## config.mk

```make
export PLATFORM = sky130hd
export DESIGN_NAME = ebp_port_pins
export DESIGN_NICKNAME = d
export VERILOG_FILES = /design/src/ebp_pkg.sv /design/src/ebp_port_pins.sv
export SDC_FILE = /design/constraint.sdc
export NUM_CORES = 1
export LEC_CHECK = 0
export ABC_CLOCK_PERIOD_IN_PS = 3000
export BUFFER_PORTS_ARGS = -buffer_cell sky130_fd_sc_hd__clkbuf_2
export CORE_MARGIN = 1
export CORE_UTILIZATION = 45
export CTS_BUF_LIST = sky130_fd_sc_hd__clkbuf_4 sky130_fd_sc_hd__clkbuf_8
export CTS_CLUSTER_SIZE = 10
export DETAILED_ROUTE_END_ITERATION = 10
export PLACE_DENSITY = 0.71
export SYNTH_ARGS = -nofsm -noshare
export SYNTH_HDL_FRONTEND = slang
export SYNTH_SLANG_ARGS = --single-unit
```

## constraint.sdc

```tcl
create_clock -name ref_clk_i -period 3 [get_ports ref_clk_i]
set_input_delay 0.15 -clock ref_clk_i [delete_from_list [all_inputs] [get_ports ref_clk_i]]
set_output_delay 0.15 -clock ref_clk_i [all_outputs]
set_load 0.03 [all_outputs]
```

## src/ebp_pkg.sv

```systemverilog
/*
 * Package for the external bus port pin block: timing constants, bus cycle
 * kinds, and the packed carriers used between the core side and the pins.
 * Assumes a 10 MHz reference clock that stands in for the crystal.
 */
package ebp_pkg;
   // ==========================================================================
   // Timing
   // ==========================================================================
   localparam int unsigned CLK_PERIOD_NS = 100;          // Reference clock period
   localparam int unsigned XTAL_PER_MC = 12;             // Crystal clocks per machine cycle
   localparam int unsigned STATES_PER_MC = 6;            // Two clocks per state
   localparam logic [3:0] MC_LAST = 4'hb;                // Last phase of a machine cycle
   localparam logic [3:0] ALE_PH0 = 4'h0;                // First latch strobe phase
   localparam logic [3:0] ALE_PH1 = 4'h6;                // Second latch strobe phase
   localparam logic [3:0] PS_PH0 = 4'h2;                 // First store strobe start
   localparam logic [3:0] PS_PH1 = 4'h8;                 // Second store strobe start
   localparam int unsigned PS_LEN = 3;                   // Store strobe low phases
   localparam int unsigned HOST_MC = 20;                 // Reset high machine cycles before entry
   localparam logic [4:0] HOST_CNT_MAX = 5'h15;          // Counter saturates above HOST_MC
   localparam logic [3:0] DM_PH = 4'h2;                  // Data strobe start phase
   localparam logic [3:0] DM_END = 4'ha;                 // Data strobe end phase
   // ==========================================================================
   // Reset values
   // ==========================================================================
   localparam logic [7:0] PORT_RST = 8'hff;              // Port latches after reset
   // ==========================================================================
   // Multifunction port bit positions
   // ==========================================================================
   localparam int unsigned MF_RXD = 0;
   localparam int unsigned MF_TXD = 1;
   localparam int unsigned MF_IRQ0 = 2;
   localparam int unsigned MF_IRQ1 = 3;
   localparam int unsigned MF_CNT0 = 4;
   localparam int unsigned MF_CNT1 = 5;
   localparam int unsigned MF_WR = 6;
   localparam int unsigned MF_RD = 7;

   // Kind of data access requested for a machine cycle
   typedef enum logic [1:0] {
      EBP_DM_NONE = 2'b00,
      EBP_DM_READ = 2'b01,
      EBP_DM_WRITE = 2'b10
   } ebp_dm_t;

   // Core request sampled at the start of each machine cycle
   typedef struct packed {
      logic ext_fetch;         // Executing from external program memory
      ebp_dm_t dm_kind;        // Data access this cycle
      logic dm_wide;           // Access uses the data pointer (16-bit address)
      logic [7:0] addr_hi;     // Upper address byte
   } ebp_req_t;

   // Alternate function outputs from peripherals
   typedef struct packed {
      logic txd;               // Serial transmit output
   } ebp_alt_out_t;

   // Alternate function inputs to peripherals, already synchronised
   typedef struct packed {
      logic rxd;
      logic ext_irq_zero_n;
      logic ext_irq_one_n;
      logic timer_zero_count_in;
      logic timer_one_count_in;
   } ebp_alt_in_t;
endpackage : ebp_pkg

```

## src/ebp_port_pins.sv

```systemverilog
/*
 * External bus port pins: high-address port, multifunction port and the
 * program-store and address-latch strobes, paced in machine cycles.
 * Assumes the core updates its request once per machine cycle and that the
 * pads resolve the pull-up level when the active-low output enable is high.
 */
`timescale 1ns/1ns
`default_nettype none
// Contract
// RQ1: High-address port latch, pulled high, readable input
// RQ2: High-address port drives upper address on access
// RQ3: Multifunction port latch with pull-ups, readable
// RQ4: Bit 0 receive input, bit 1 transmit
// RQ5: Bits 2,3 external low interrupt requests
// RQ6: Bits 4,5 timer count inputs
// RQ7: Bits 6,7 low write and read strobes
// RQ8: Store strobe high during internal execution
// RQ9: Two store strobes per cycle, skip on data
// RQ10: Store strobe fall under long reset enters host
// RQ11: Host drives control on both ports
// RQ12: Store strobe enables external code read
// RQ13: Reset held high two machine cycles
// RQ14: Latch strobe one sixth rate, skip, disable
// RQ15: Alternate function bits keep latch one
module ebp_port_pins (
   // Clock and reset
   input wire logic ref_clk_i,
   input wire logic reset_n_i,
   // Device reset pin, active high, asynchronous to the clock
   input wire logic rst_pin_i,
   // Core side
   input var ebp_pkg::ebp_req_t req_i,
   input wire logic hi_latch_we_i,
   input wire logic [7:0] hi_latch_d_i,
   input wire logic mf_latch_we_i,
   input wire logic [7:0] mf_latch_d_i,
   input wire logic latch_strobe_off_i,
   input var ebp_pkg::ebp_alt_out_t alt_out_i,
   output var ebp_pkg::ebp_alt_in_t alt_in_o,
   output logic [7:0] hi_pins_rd_o,
   output logic [7:0] mf_pins_rd_o,
   output logic mc_start_o,
   output logic host_mode_o,
   // High-address port pads
   input wire logic [7:0] high_address_port_i,
   output logic [7:0] high_address_port_o,
   output logic [7:0] high_address_port_oe_n_o,
   // Multifunction port pads
   input wire logic [7:0] multifunction_port_i,
   output logic [7:0] multifunction_port_o,
   output logic [7:0] multifunction_port_oe_n_o,
   // Program-store strobe pad
   input wire logic program_store_strobe_n_i,
   output logic program_store_strobe_n_o,
   output logic program_store_strobe_oe_n_o,
   // Address latch strobe
   output logic addr_latch_o
);
   // ==========================================================================
   // Machine cycle phase counter
   // ==========================================================================
   logic [3:0] phase_ff;            // Clock phase within a machine cycle
   ebp_pkg::ebp_req_t cur_ff;       // Request of the current machine cycle
   logic rst_s1_ff, rst_sync_ff;    // Reset pin sync stages
   logic host_mode_ff;              // External host programming mode

   // Phase wraps every twelve clocks
   always_ff @(posedge ref_clk_i) begin
      if (!reset_n_i || rst_sync_ff) begin
         phase_ff <= 4'h0;
      end else if (phase_ff == ebp_pkg::MC_LAST) begin
         phase_ff <= 4'h0;
      end else begin
         phase_ff <= phase_ff + 4'h1;
      end
   end

   assign mc_start_o = (phase_ff == ebp_pkg::MC_LAST);

   // Request captured at the cycle boundary
   always_ff @(posedge ref_clk_i) begin
      if (!reset_n_i || rst_sync_ff) begin
         cur_ff <= '0;
      end else if (mc_start_o) begin
         cur_ff <= req_i;
      end
   end

   // ==========================================================================
   // Synchronisers for pad inputs
   // ==========================================================================
   logic [7:0] hi_s1_ff, hi_s2_ff;      // High-address port sync stages
   logic [7:0] mf_s1_ff, mf_s2_ff;      // Multifunction port sync stages
   logic ps_s1_ff, ps_s2_ff, ps_s3_ff;  // Store strobe sync and history

   // Two flops on every asynchronous pad input
   always_ff @(posedge ref_clk_i) begin
      if (!reset_n_i) begin
         hi_s1_ff <= 8'hff;
         hi_s2_ff <= 8'hff;
         mf_s1_ff <= 8'hff;
         mf_s2_ff <= 8'hff;
         ps_s1_ff <= 1'b1;
         ps_s2_ff <= 1'b1;
         ps_s3_ff <= 1'b1;
         rst_s1_ff <= 1'b0;
         rst_sync_ff <= 1'b0;
      end else begin
         hi_s1_ff <= high_address_port_i;
         hi_s2_ff <= hi_s1_ff;
         mf_s1_ff <= multifunction_port_i;
         mf_s2_ff <= mf_s1_ff;
         ps_s1_ff <= program_store_strobe_n_i;
         ps_s2_ff <= ps_s1_ff;
         ps_s3_ff <= ps_s2_ff;
         rst_s1_ff <= rst_pin_i;
         rst_sync_ff <= rst_s1_ff;
      end
   end

   // Pin levels as read by software
   assign hi_pins_rd_o = hi_s2_ff; // RQ1
   assign mf_pins_rd_o = mf_s2_ff; // RQ3

   // Alternate inputs taken from the synchronised pins
   assign alt_in_o.rxd = mf_s2_ff[ebp_pkg::MF_RXD]; // RQ4
   assign alt_in_o.ext_irq_zero_n = mf_s2_ff[ebp_pkg::MF_IRQ0]; // RQ5
   assign alt_in_o.ext_irq_one_n = mf_s2_ff[ebp_pkg::MF_IRQ1]; // RQ5
   assign alt_in_o.timer_zero_count_in = mf_s2_ff[ebp_pkg::MF_CNT0]; // RQ6
   assign alt_in_o.timer_one_count_in = mf_s2_ff[ebp_pkg::MF_CNT1]; // RQ6

   // ==========================================================================
   // Port latches
   // ==========================================================================
   logic [7:0] hi_latch_ff;   // High-address port latch
   logic [7:0] mf_latch_ff;   // Multifunction port latch

   // Latches reset to ones so the pins start as pulled-up inputs
   always_ff @(posedge ref_clk_i) begin
      if (!reset_n_i || rst_sync_ff) begin
         hi_latch_ff <= ebp_pkg::PORT_RST; // RQ1
         mf_latch_ff <= ebp_pkg::PORT_RST; // RQ3
      end else begin
         if (hi_latch_we_i) begin
            hi_latch_ff <= hi_latch_d_i;
         end
         if (mf_latch_we_i) begin
            mf_latch_ff <= mf_latch_d_i;
         end
      end
   end

   // ==========================================================================
   // Strobe generation
   // ==========================================================================
   // Phase lies in [start, start+len)
   function automatic logic in_win(input logic [3:0] ph, input logic [3:0] start);
      in_win = (ph >= start) && (ph < start + 4'(ebp_pkg::PS_LEN));
   endfunction

   logic dm_active;       // Data access in this cycle
   logic nxt_ps_n;        // Next store strobe level
   logic nxt_ale;         // Next latch strobe level
   logic nxt_wr_n;        // Next write strobe level
   logic nxt_rd_n;        // Next read strobe level
   logic addr_drive;      // Upper address byte on the port
   logic ps_n_ff, ale_ff, wr_n_ff, rd_n_ff, addr_drive_ff;

   assign dm_active = (cur_ff.dm_kind != ebp_pkg::EBP_DM_NONE);

   // Combinational strobe decode from phase and cycle kind
   always_comb begin
      nxt_ps_n = 1'b1;
      nxt_ale = 1'b0;
      nxt_wr_n = 1'b1;
      nxt_rd_n = 1'b1;
      addr_drive = 1'b0;
      if (!host_mode_ff) begin
         // Two store strobes per cycle, second dropped on data access
         if (cur_ff.ext_fetch) begin
            if (in_win(phase_ff, ebp_pkg::PS_PH0)) begin
               nxt_ps_n = 1'b0; // RQ9 RQ12
            end else if (in_win(phase_ff, ebp_pkg::PS_PH1) && !dm_active) begin
               nxt_ps_n = 1'b0; // RQ9
            end
            addr_drive = 1'b1; // RQ2
         end
         // Latch strobe at one sixth rate, second dropped on data access
         if (!latch_strobe_off_i) begin
            if (phase_ff == ebp_pkg::ALE_PH0) begin
               nxt_ale = 1'b1; // RQ14
            end else if (phase_ff == ebp_pkg::ALE_PH1 && !dm_active) begin
               nxt_ale = 1'b1; // RQ14
            end
         end
         // Data strobes over phases 2 to 9 of the cycle
         if (dm_active && phase_ff >= ebp_pkg::DM_PH && phase_ff < ebp_pkg::DM_END) begin
            nxt_wr_n = (cur_ff.dm_kind != ebp_pkg::EBP_DM_WRITE); // RQ7
            nxt_rd_n = (cur_ff.dm_kind != ebp_pkg::EBP_DM_READ); // RQ7
         end
         if (dm_active && cur_ff.dm_wide) begin
            addr_drive = 1'b1; // RQ2
         end
      end
   end

   // Registered strobes so pad outputs come from flops
   always_ff @(posedge ref_clk_i) begin
      if (!reset_n_i || rst_sync_ff) begin
         ps_n_ff <= 1'b1;
         ale_ff <= 1'b0;
         wr_n_ff <= 1'b1;
         rd_n_ff <= 1'b1;
         addr_drive_ff <= 1'b0;
      end else begin
         ps_n_ff <= nxt_ps_n; // RQ8
         ale_ff <= nxt_ale;
         wr_n_ff <= nxt_wr_n;
         rd_n_ff <= nxt_rd_n;
         addr_drive_ff <= addr_drive;
      end
   end

   // ==========================================================================
   // Host mode entry
   // ==========================================================================
   logic [4:0] rst_mc_ff;     // Machine cycles with reset pin high
   logic [3:0] rst_ph_ff;     // Phase count while reset pin high

   // Counts reset-high machine cycles; saturates above the entry threshold
   always_ff @(posedge ref_clk_i) begin
      if (!reset_n_i || !rst_sync_ff) begin
         rst_mc_ff <= 5'h00;
         rst_ph_ff <= 4'h0;
      end else if (rst_ph_ff == ebp_pkg::MC_LAST) begin
         rst_ph_ff <= 4'h0;
         if (rst_mc_ff != ebp_pkg::HOST_CNT_MAX) begin
            rst_mc_ff <= rst_mc_ff + 5'h01;
         end
      end else begin
         rst_ph_ff <= rst_ph_ff + 4'h1;
      end
   end

   // Falling strobe edge after more than twenty cycles in reset
   always_ff @(posedge ref_clk_i) begin
      if (!reset_n_i) begin
         host_mode_ff <= 1'b0;
      end else if (rst_sync_ff && rst_mc_ff == ebp_pkg::HOST_CNT_MAX
                   && ps_s3_ff && !ps_s2_ff) begin
         host_mode_ff <= 1'b1; // RQ10
      end
   end

   assign host_mode_o = host_mode_ff;

   // ==========================================================================
   // Pad drive
   // ==========================================================================
   // In host mode and reset the ports release so the host can drive them
   always_comb begin
      high_address_port_o = hi_latch_ff;
      high_address_port_oe_n_o = hi_latch_ff; // RQ1
      multifunction_port_o = mf_latch_ff;
      // Alternate outputs gated with latch, which software keeps at one
      multifunction_port_o[ebp_pkg::MF_TXD] = mf_latch_ff[ebp_pkg::MF_TXD] & alt_out_i.txd; // RQ4 RQ15
      multifunction_port_o[ebp_pkg::MF_WR] = mf_latch_ff[ebp_pkg::MF_WR] & wr_n_ff; // RQ7 RQ15
      multifunction_port_o[ebp_pkg::MF_RD] = mf_latch_ff[ebp_pkg::MF_RD] & rd_n_ff; // RQ7 RQ15
      multifunction_port_oe_n_o = multifunction_port_o; // RQ3
      if (addr_drive_ff) begin
         high_address_port_o = cur_ff.addr_hi; // RQ2
         high_address_port_oe_n_o = 8'h00;
      end
      if (host_mode_ff || rst_sync_ff) begin
         high_address_port_oe_n_o = 8'hff; // RQ11
         multifunction_port_oe_n_o = 8'hff; // RQ11
      end
   end

   assign program_store_strobe_n_o = ps_n_ff;
   // Store strobe pad released in reset so a host may pull it low
   assign program_store_strobe_oe_n_o = rst_sync_ff | host_mode_ff; // RQ10
   assign addr_latch_o = ale_ff;

   // ==========================================================================
   // Checks
   // ==========================================================================
   int unsigned ps_lows;      // Store strobe falls in the current machine cycle
   // Count strobe falls, cleared at reset and at each cycle boundary
   always_ff @(posedge ref_clk_i) begin
      if (!reset_n_i || mc_start_o) begin
         ps_lows <= 0;
      end else if (ps_n_ff && !nxt_ps_n) begin
         ps_lows <= ps_lows + 1;
      end
   end
endmodule // ebp_port_pins
`default_nettype wire

```

---- Word level (Yosys, flattened, before mapping) ----
Cells that the tools add are included.
word-level totals
  bits in registers ....................... 84
  bits of input ports ..................... 52
operators by class
  order comparisons ....................... 5
  multiplexer cells ....................... 10
  reduce and logical (&&, ||, !) cells .... 26
  bitwise gates (word level) .............. 6
  add/subtract/negate cells ............... 3
  eq/ne operators ......................... 7
operators with widths
  cell                                                               count
  two-way mux 8 bit                                                  4
  logical AND 1 bit                                                  10
  OR reduction 3 bit                                                 3
  adder 4 x 1 -> 4 bit, second input constant                        2
  equality test 4 bit, second input constant                         2
  less-than comparator 4 bit, second input constant                  2
  two-way mux 1 bit                                                  6
  OR reduction 2 bit                                                 3
  adder 5 x 1 -> 5 bit, second input constant                        1
  equality test 5 bit, second input constant                         1
  inequality test 5 bit, second input constant                       1
  equality test 4 x 3 -> 1 bit, second input constant                1
  greater-or-equal comparator 4 x 2 -> 1 bit, second input constant  1
  greater-or-equal comparator 4 bit, second input constant           1
  logical NOT 1 bit                                                  4
  logical NOT 4 bit                                                  1
  less-than comparator 4 x 3 -> 1 bit, second input constant         1
  bitwise AND 1 bit                                                  3
  logical OR 1 bit                                                   3
  inequality test 2 x 1 -> 1 bit, second input constant              1
  inequality test 2 bit, second input constant                       1
  NOT 1 bit                                                          2
  AND reduction 2 bit                                                1
  nonzero test 2 bit                                                 1
  bitwise OR 1 bit                                                   1

---- Longest topological paths before layout ----
  depth after elaboration ................. 5
  depth in mapped cells ................... 6
  gate-level depth less buffers ........... 5

---- Worst setup path before layout ----
Ideal clock, no wire load.
  kind .................................... reg2reg
  from .................................... register rst_mc_ff[1]
  to ...................................... register rst_mc_ff[3]
  buffers on the path ..................... 0
  cell stages (with the launch flop) ...... 6
  setup slack ............................. 1.605 ns
  arrival time ............................ 1.325 ns
  path through ............................ dfxtp_1 > inv_1 > ha_1 > and4b_4 > or4_1 > a21oi_1
on the way
  cells in the longest elaborated chain, start to end .. 2
  elaborated cells on any way between the ends .. 3
RTL lines
  what                                                                          line                  text
  start: declaration                                                            ebp_port_pins.sv:227  logic [4:0] rst_mc_ff;
  start signal: assignment                                                      ebp_port_pins.sv:238  rst_mc_ff <= rst_mc_ff + 5'h01;
  parallel branches: the longest is 2 deep, another holds adder 5 x 1 -> 5 bit  n/a
Parallel ways; which one is timed is not known.
A chain may end at the register's enable or synchronous reset.

---- Worst setup path after layout ----
  from .................................... register rst_sync_ff
  to ...................................... output port high_address_port_oe_n_o[6]
on the way
  cells in the longest elaborated chain, start to end .. 2
RTL lines
  what                      line                  text
  start: declaration        ebp_port_pins.sv:64   logic rst_s1_ff, rst_sync_ff;
  start signal: assignment  ebp_port_pins.sv:117  rst_sync_ff <= rst_s1_ff;
  logical OR 1 bit          ebp_port_pins.sv:274  if (host_mode_ff || rst_sync_ff) begin
  two-way mux 8 bit         ebp_port_pins.sv:274
  end: declaration          ebp_port_pins.sv:47   output logic [7:0] high_address_port_oe_n_o,
No other way between the ends.

==> results.sh <==
export IMPL_status="complete, no violations"
export IMPL_hpwl_um=4579
export IMPL_cp_slowest_cell="nor2_1"
export IMPL_reg2reg_depth=3
export IMPL_min_path_type="input pin to flop"
export IMPL_wire_per_inst_um=11.67
export IMPL_ys_ff_latch=84
export IMPL_tritoncts="built"
export IMPL_grtUsageTotal_pct=18.13
export IMPL_clock_path_buffers=2
export IMPL_gp_congestion=0.7765
export IMPL_post_route_drc_count=0
export IMPL_power_per_cell_area_nw_per_um2=550.1
export IMPL_period_minus_slack_ns=2.105
export IMPL_portBuffers=109
export IMPL_final_max_slew_violation_count=0
export IMPL_holdWs_ns=0.02071
export IMPL_clk_pin_slew_ns=0.09
export IMPL_synth_largest_area_cell="dfxtp_1"
export IMPL_drive_above_1_share_pct=28.63
export IMPL_cp_start_kind="flop"
export IMPL_place_area_um2=3677
export IMPL_wl_um=6418
export IMPL_initial_core_util_pct=46.39
export IMPL_avgSynthCellArea_um2=9.380
export IMPL_r2r_slack_ns=1.26
export IMPL_rows=30
export IMPL_final_cell_area_um2=4056
export IMPL_fin_tns_setup_ns=0
export IMPL_placed_cells=516
export IMPL_grt_max_degree=46
export IMPL_cts_buffers=9
export IMPL_antenna_found_initial=0
export IMPL_reg2reg_from="rst_sync_ff"
export IMPL_htreeDepth=3
export IMPL_tightest_slew_ns=1.055
export IMPL_die_y_um=85.69
export IMPL_min_from="req_i[1]"
export IMPL_hold_end="cur_ff[1]"
export IMPL_cpLargestDelayFamily="simple AND/OR/NAND/NOR gates"
export IMPL_synth_cell_types=35
export IMPL_grt_pass1_vias=2310
export IMPL_vdd_ir_drop_max_uv=338.0
export IMPL_clock_latency_ns=0.34
export IMPL_cap_violations=0
export IMPL_fin_ws_ns=0.8952
export IMPL_coreArea_um2=6794
export IMPL_synth_nets=395
export IMPL_nets=508
export IMPL_num_vias=2529
export IMPL_crit_buf_inv=1
export IMPL_cts_sinks=84
export IMPL_holdPathStages=3
export IMPL_finalNonFillerCells=550
export IMPL_p_leak_nw=1.837
export IMPL_dpl_worst_slack_ns=1.279
export IMPL_die_area_um2=7343
export IMPL_firstDrtPassIters=4
export IMPL_gr_total_overflow=0
export IMPL_endpoint_kind="output pin"
export IMPL_boundaryPins=110
export IMPL_crit_type="flop to output pin"
export IMPL_syn_to_final_growth_pct=28.70
export IMPL_worstPathRequired_ns=2.85
export IMPL_cpPeakStageDelay_ns=0.82
export IMPL_cp_max_fo=15
export IMPL_clock_skew_ns=0.007579
export IMPL_relSlewSlack_pct=29.38
export IMPL_antenna_cells=0
export IMPL_viasPerCell=4.598
export IMPL_syn_inst=336
export IMPL_cts_root_buffer="clkbuf_8"
export IMPL_drt_iter0_drc=78
export IMPL_finalSetupViolCount=0
export IMPL_yosysWarnings=0
export IMPL_reg2reg_to="wr_n_ff"
export IMPL_fmax_mhz=475.1
export IMPL_hold_viol=0
export IMPL_drt_antenna_violating_nets=0
export IMPL_die_x_um=85.69
export IMPL_crit_chain="nor2_1, nand2_1, clkbuf_2"
export IMPL_seq_area_frac_synth_pct=53.35
export IMPL_rsz0062_at_grt="no"
export IMPL_arrival_ns=1.95
export IMPL_cts_repair_resized=0
export IMPL_synthTopCellsByArea="dfxtp_1 53%, nand2b_1 9.5%, nand2_1 8.2%"
export IMPL_netlist_area_um2=3152
export IMPL_synth_top_area_share_pct=53.35
export IMPL_grt_pass1_wl_um=10370
export IMPL_post_route_period_util_pct=70.16
## synthesized netlist by cell type
cell and n:
a21boi_0 1, a21oi_1 21, a31oi_1 1, a41o_1 1, and2_1 7, and3_1 2
and3b_1 1, and4b_1 1, and4b_4 1, buf_2 10, buf_4 10, clkbuf_1 6
dfxtp_1 84, ha_1 7, inv_1 8, mux2i_1 17, nand2_1 69, nand2b_1 48
nand3_1 4, nand3b_1 3, nand3b_4 1, nand4_1 1, nor2_1 5, nor2b_1 2
nor3_1 1, nor4_1 1, o21ai_0 7, o22ai_1 1, o31ai_1 1, or2_2 1
or3_1 9, or3b_2 1, or4_1 1, or4b_1 1, xnor2_1 1
## final cells by class
type	instances	area (um2)
Clock buffer	9	123.9
Clock inverter	7	75.07
Fill cell	607	2738
Inverter	8	30.03
Multi-Input combinational cell	218	1292
Sequential cell	84	1682
Tap cell	96	120.1
Timing Repair Buffer	128	733.2
## tightest hold or removal path: stages
cell and delay [ns]:
clkbuf_2 0.08, nand2_1 0.04, a21oi_1 0.05
## flip-flops by register name, summed over array words and instances, names as in the netlist
signal	count
addr_drive_ff	1
addr_latch_o	1
cur_ff	12
hi_latch_ff	8
hi_pins_rd_o	8
hi_s1_ff	8
host_mode_o	1
mf_latch_ff	8
mf_pins_rd_o	8
mf_s1_ff	8
phase_ff	4
program_store_strobe_n_o	1
ps_s1_ff	1
ps_s2_ff	1
ps_s3_ff	1
rd_n_ff	1
rst_mc_ff	5
rst_ph_ff	4
rst_s1_ff	1
rst_sync_ff	1
wr_n_ff	1
## report_power, final
group	switching, mW	internal (mW)	total, mW
clock network	0.405	0.391	0.795
registers	0.0191	1.15	1.17
logic	0.157	0.106	0.263
## worst max-delay path by stage
stage | end | cells after the start | slack (ns) | startpoint
finish | high_address_port_oe_n_o[6] | 3 | 0.90 | rst_sync_ff
CTS | high_address_port_oe_n_o[6] | 3 | 0.90 | rst_sync_ff
global placement | mc_start_o | 4 | 1.32 | phase_ff[1]
floorplan | rst_mc_ff[3] | 5 | 1.61 | rst_mc_ff[1]
detailed placement | wr_n_ff | 3 | 1.28 | rst_sync_ff
global route | high_address_port_oe_n_o[6] | 3 | 0.76 | rst_sync_ff
## logic make-up after synthesis
| group | after synthesis | synth area share [%] |
|---|---|---|
| compound gates | 33 | 5.637 |
| buf+inv | 34 | 5.637 |
| mux | 17 | 5.399 |
| fa+ha+maj | 7 | 2.779 |
| flops | 84 | 53.35 |
| xor+xnor | 1 | 0.2779 |
| simple gates | 160 | 26.92 |
## timing repair
action	4_1_cts	5_1_grt
setup buffers	0	0
hold buffers	17	1
endpoints found under the hold margin	17	1
## per-stage QoR
stage | util, % | total power [mW]
5_1_grt | 59.71 | 2.330
4_1_cts | 59.56 | 2.258
6_report | 59.71 | 2.231
3_3_place_gp | 54.13 | 1.442
2_1_floorplan | - | 1.368
3_5_place_dp | 54.13 | 1.447
## cell usage in the layout, fill, tap and decap left out, drive strengths merged, types with 2 or more instances in the layout
cell type | Yosys | layout
nand3 | 4 | 4
ha | 7 | 7
nand2 | 69 | 69
or3 | 9 | 9
a21oi | 21 | 21
nor2b | 2 | 2
inv | 8 | 10
clkbuf | 6 | 118
dlygate4sd3 | 0 | 18
clkinv | 0 | 4
o21ai | 7 | 7
and3 | 2 | 2
mux2i | 17 | 17
dfxtp | 84 | 84
nor2 | 5 | 5
and4b | 2 | 2
nand3b | 4 | 4
nand2b | 48 | 48
and2 | 7 | 7
## metal layers
metal	track usage, %	part of all wire [%]	vias to the layer above
li1	-	-	1308
met2	32.22	52	47
met3	4.042	2.8	12
met1	20.70	43	1162
met5	0	0	-
met4	8.485	2.4	0
Note: power is estimated with default switching activity, not from simulation.
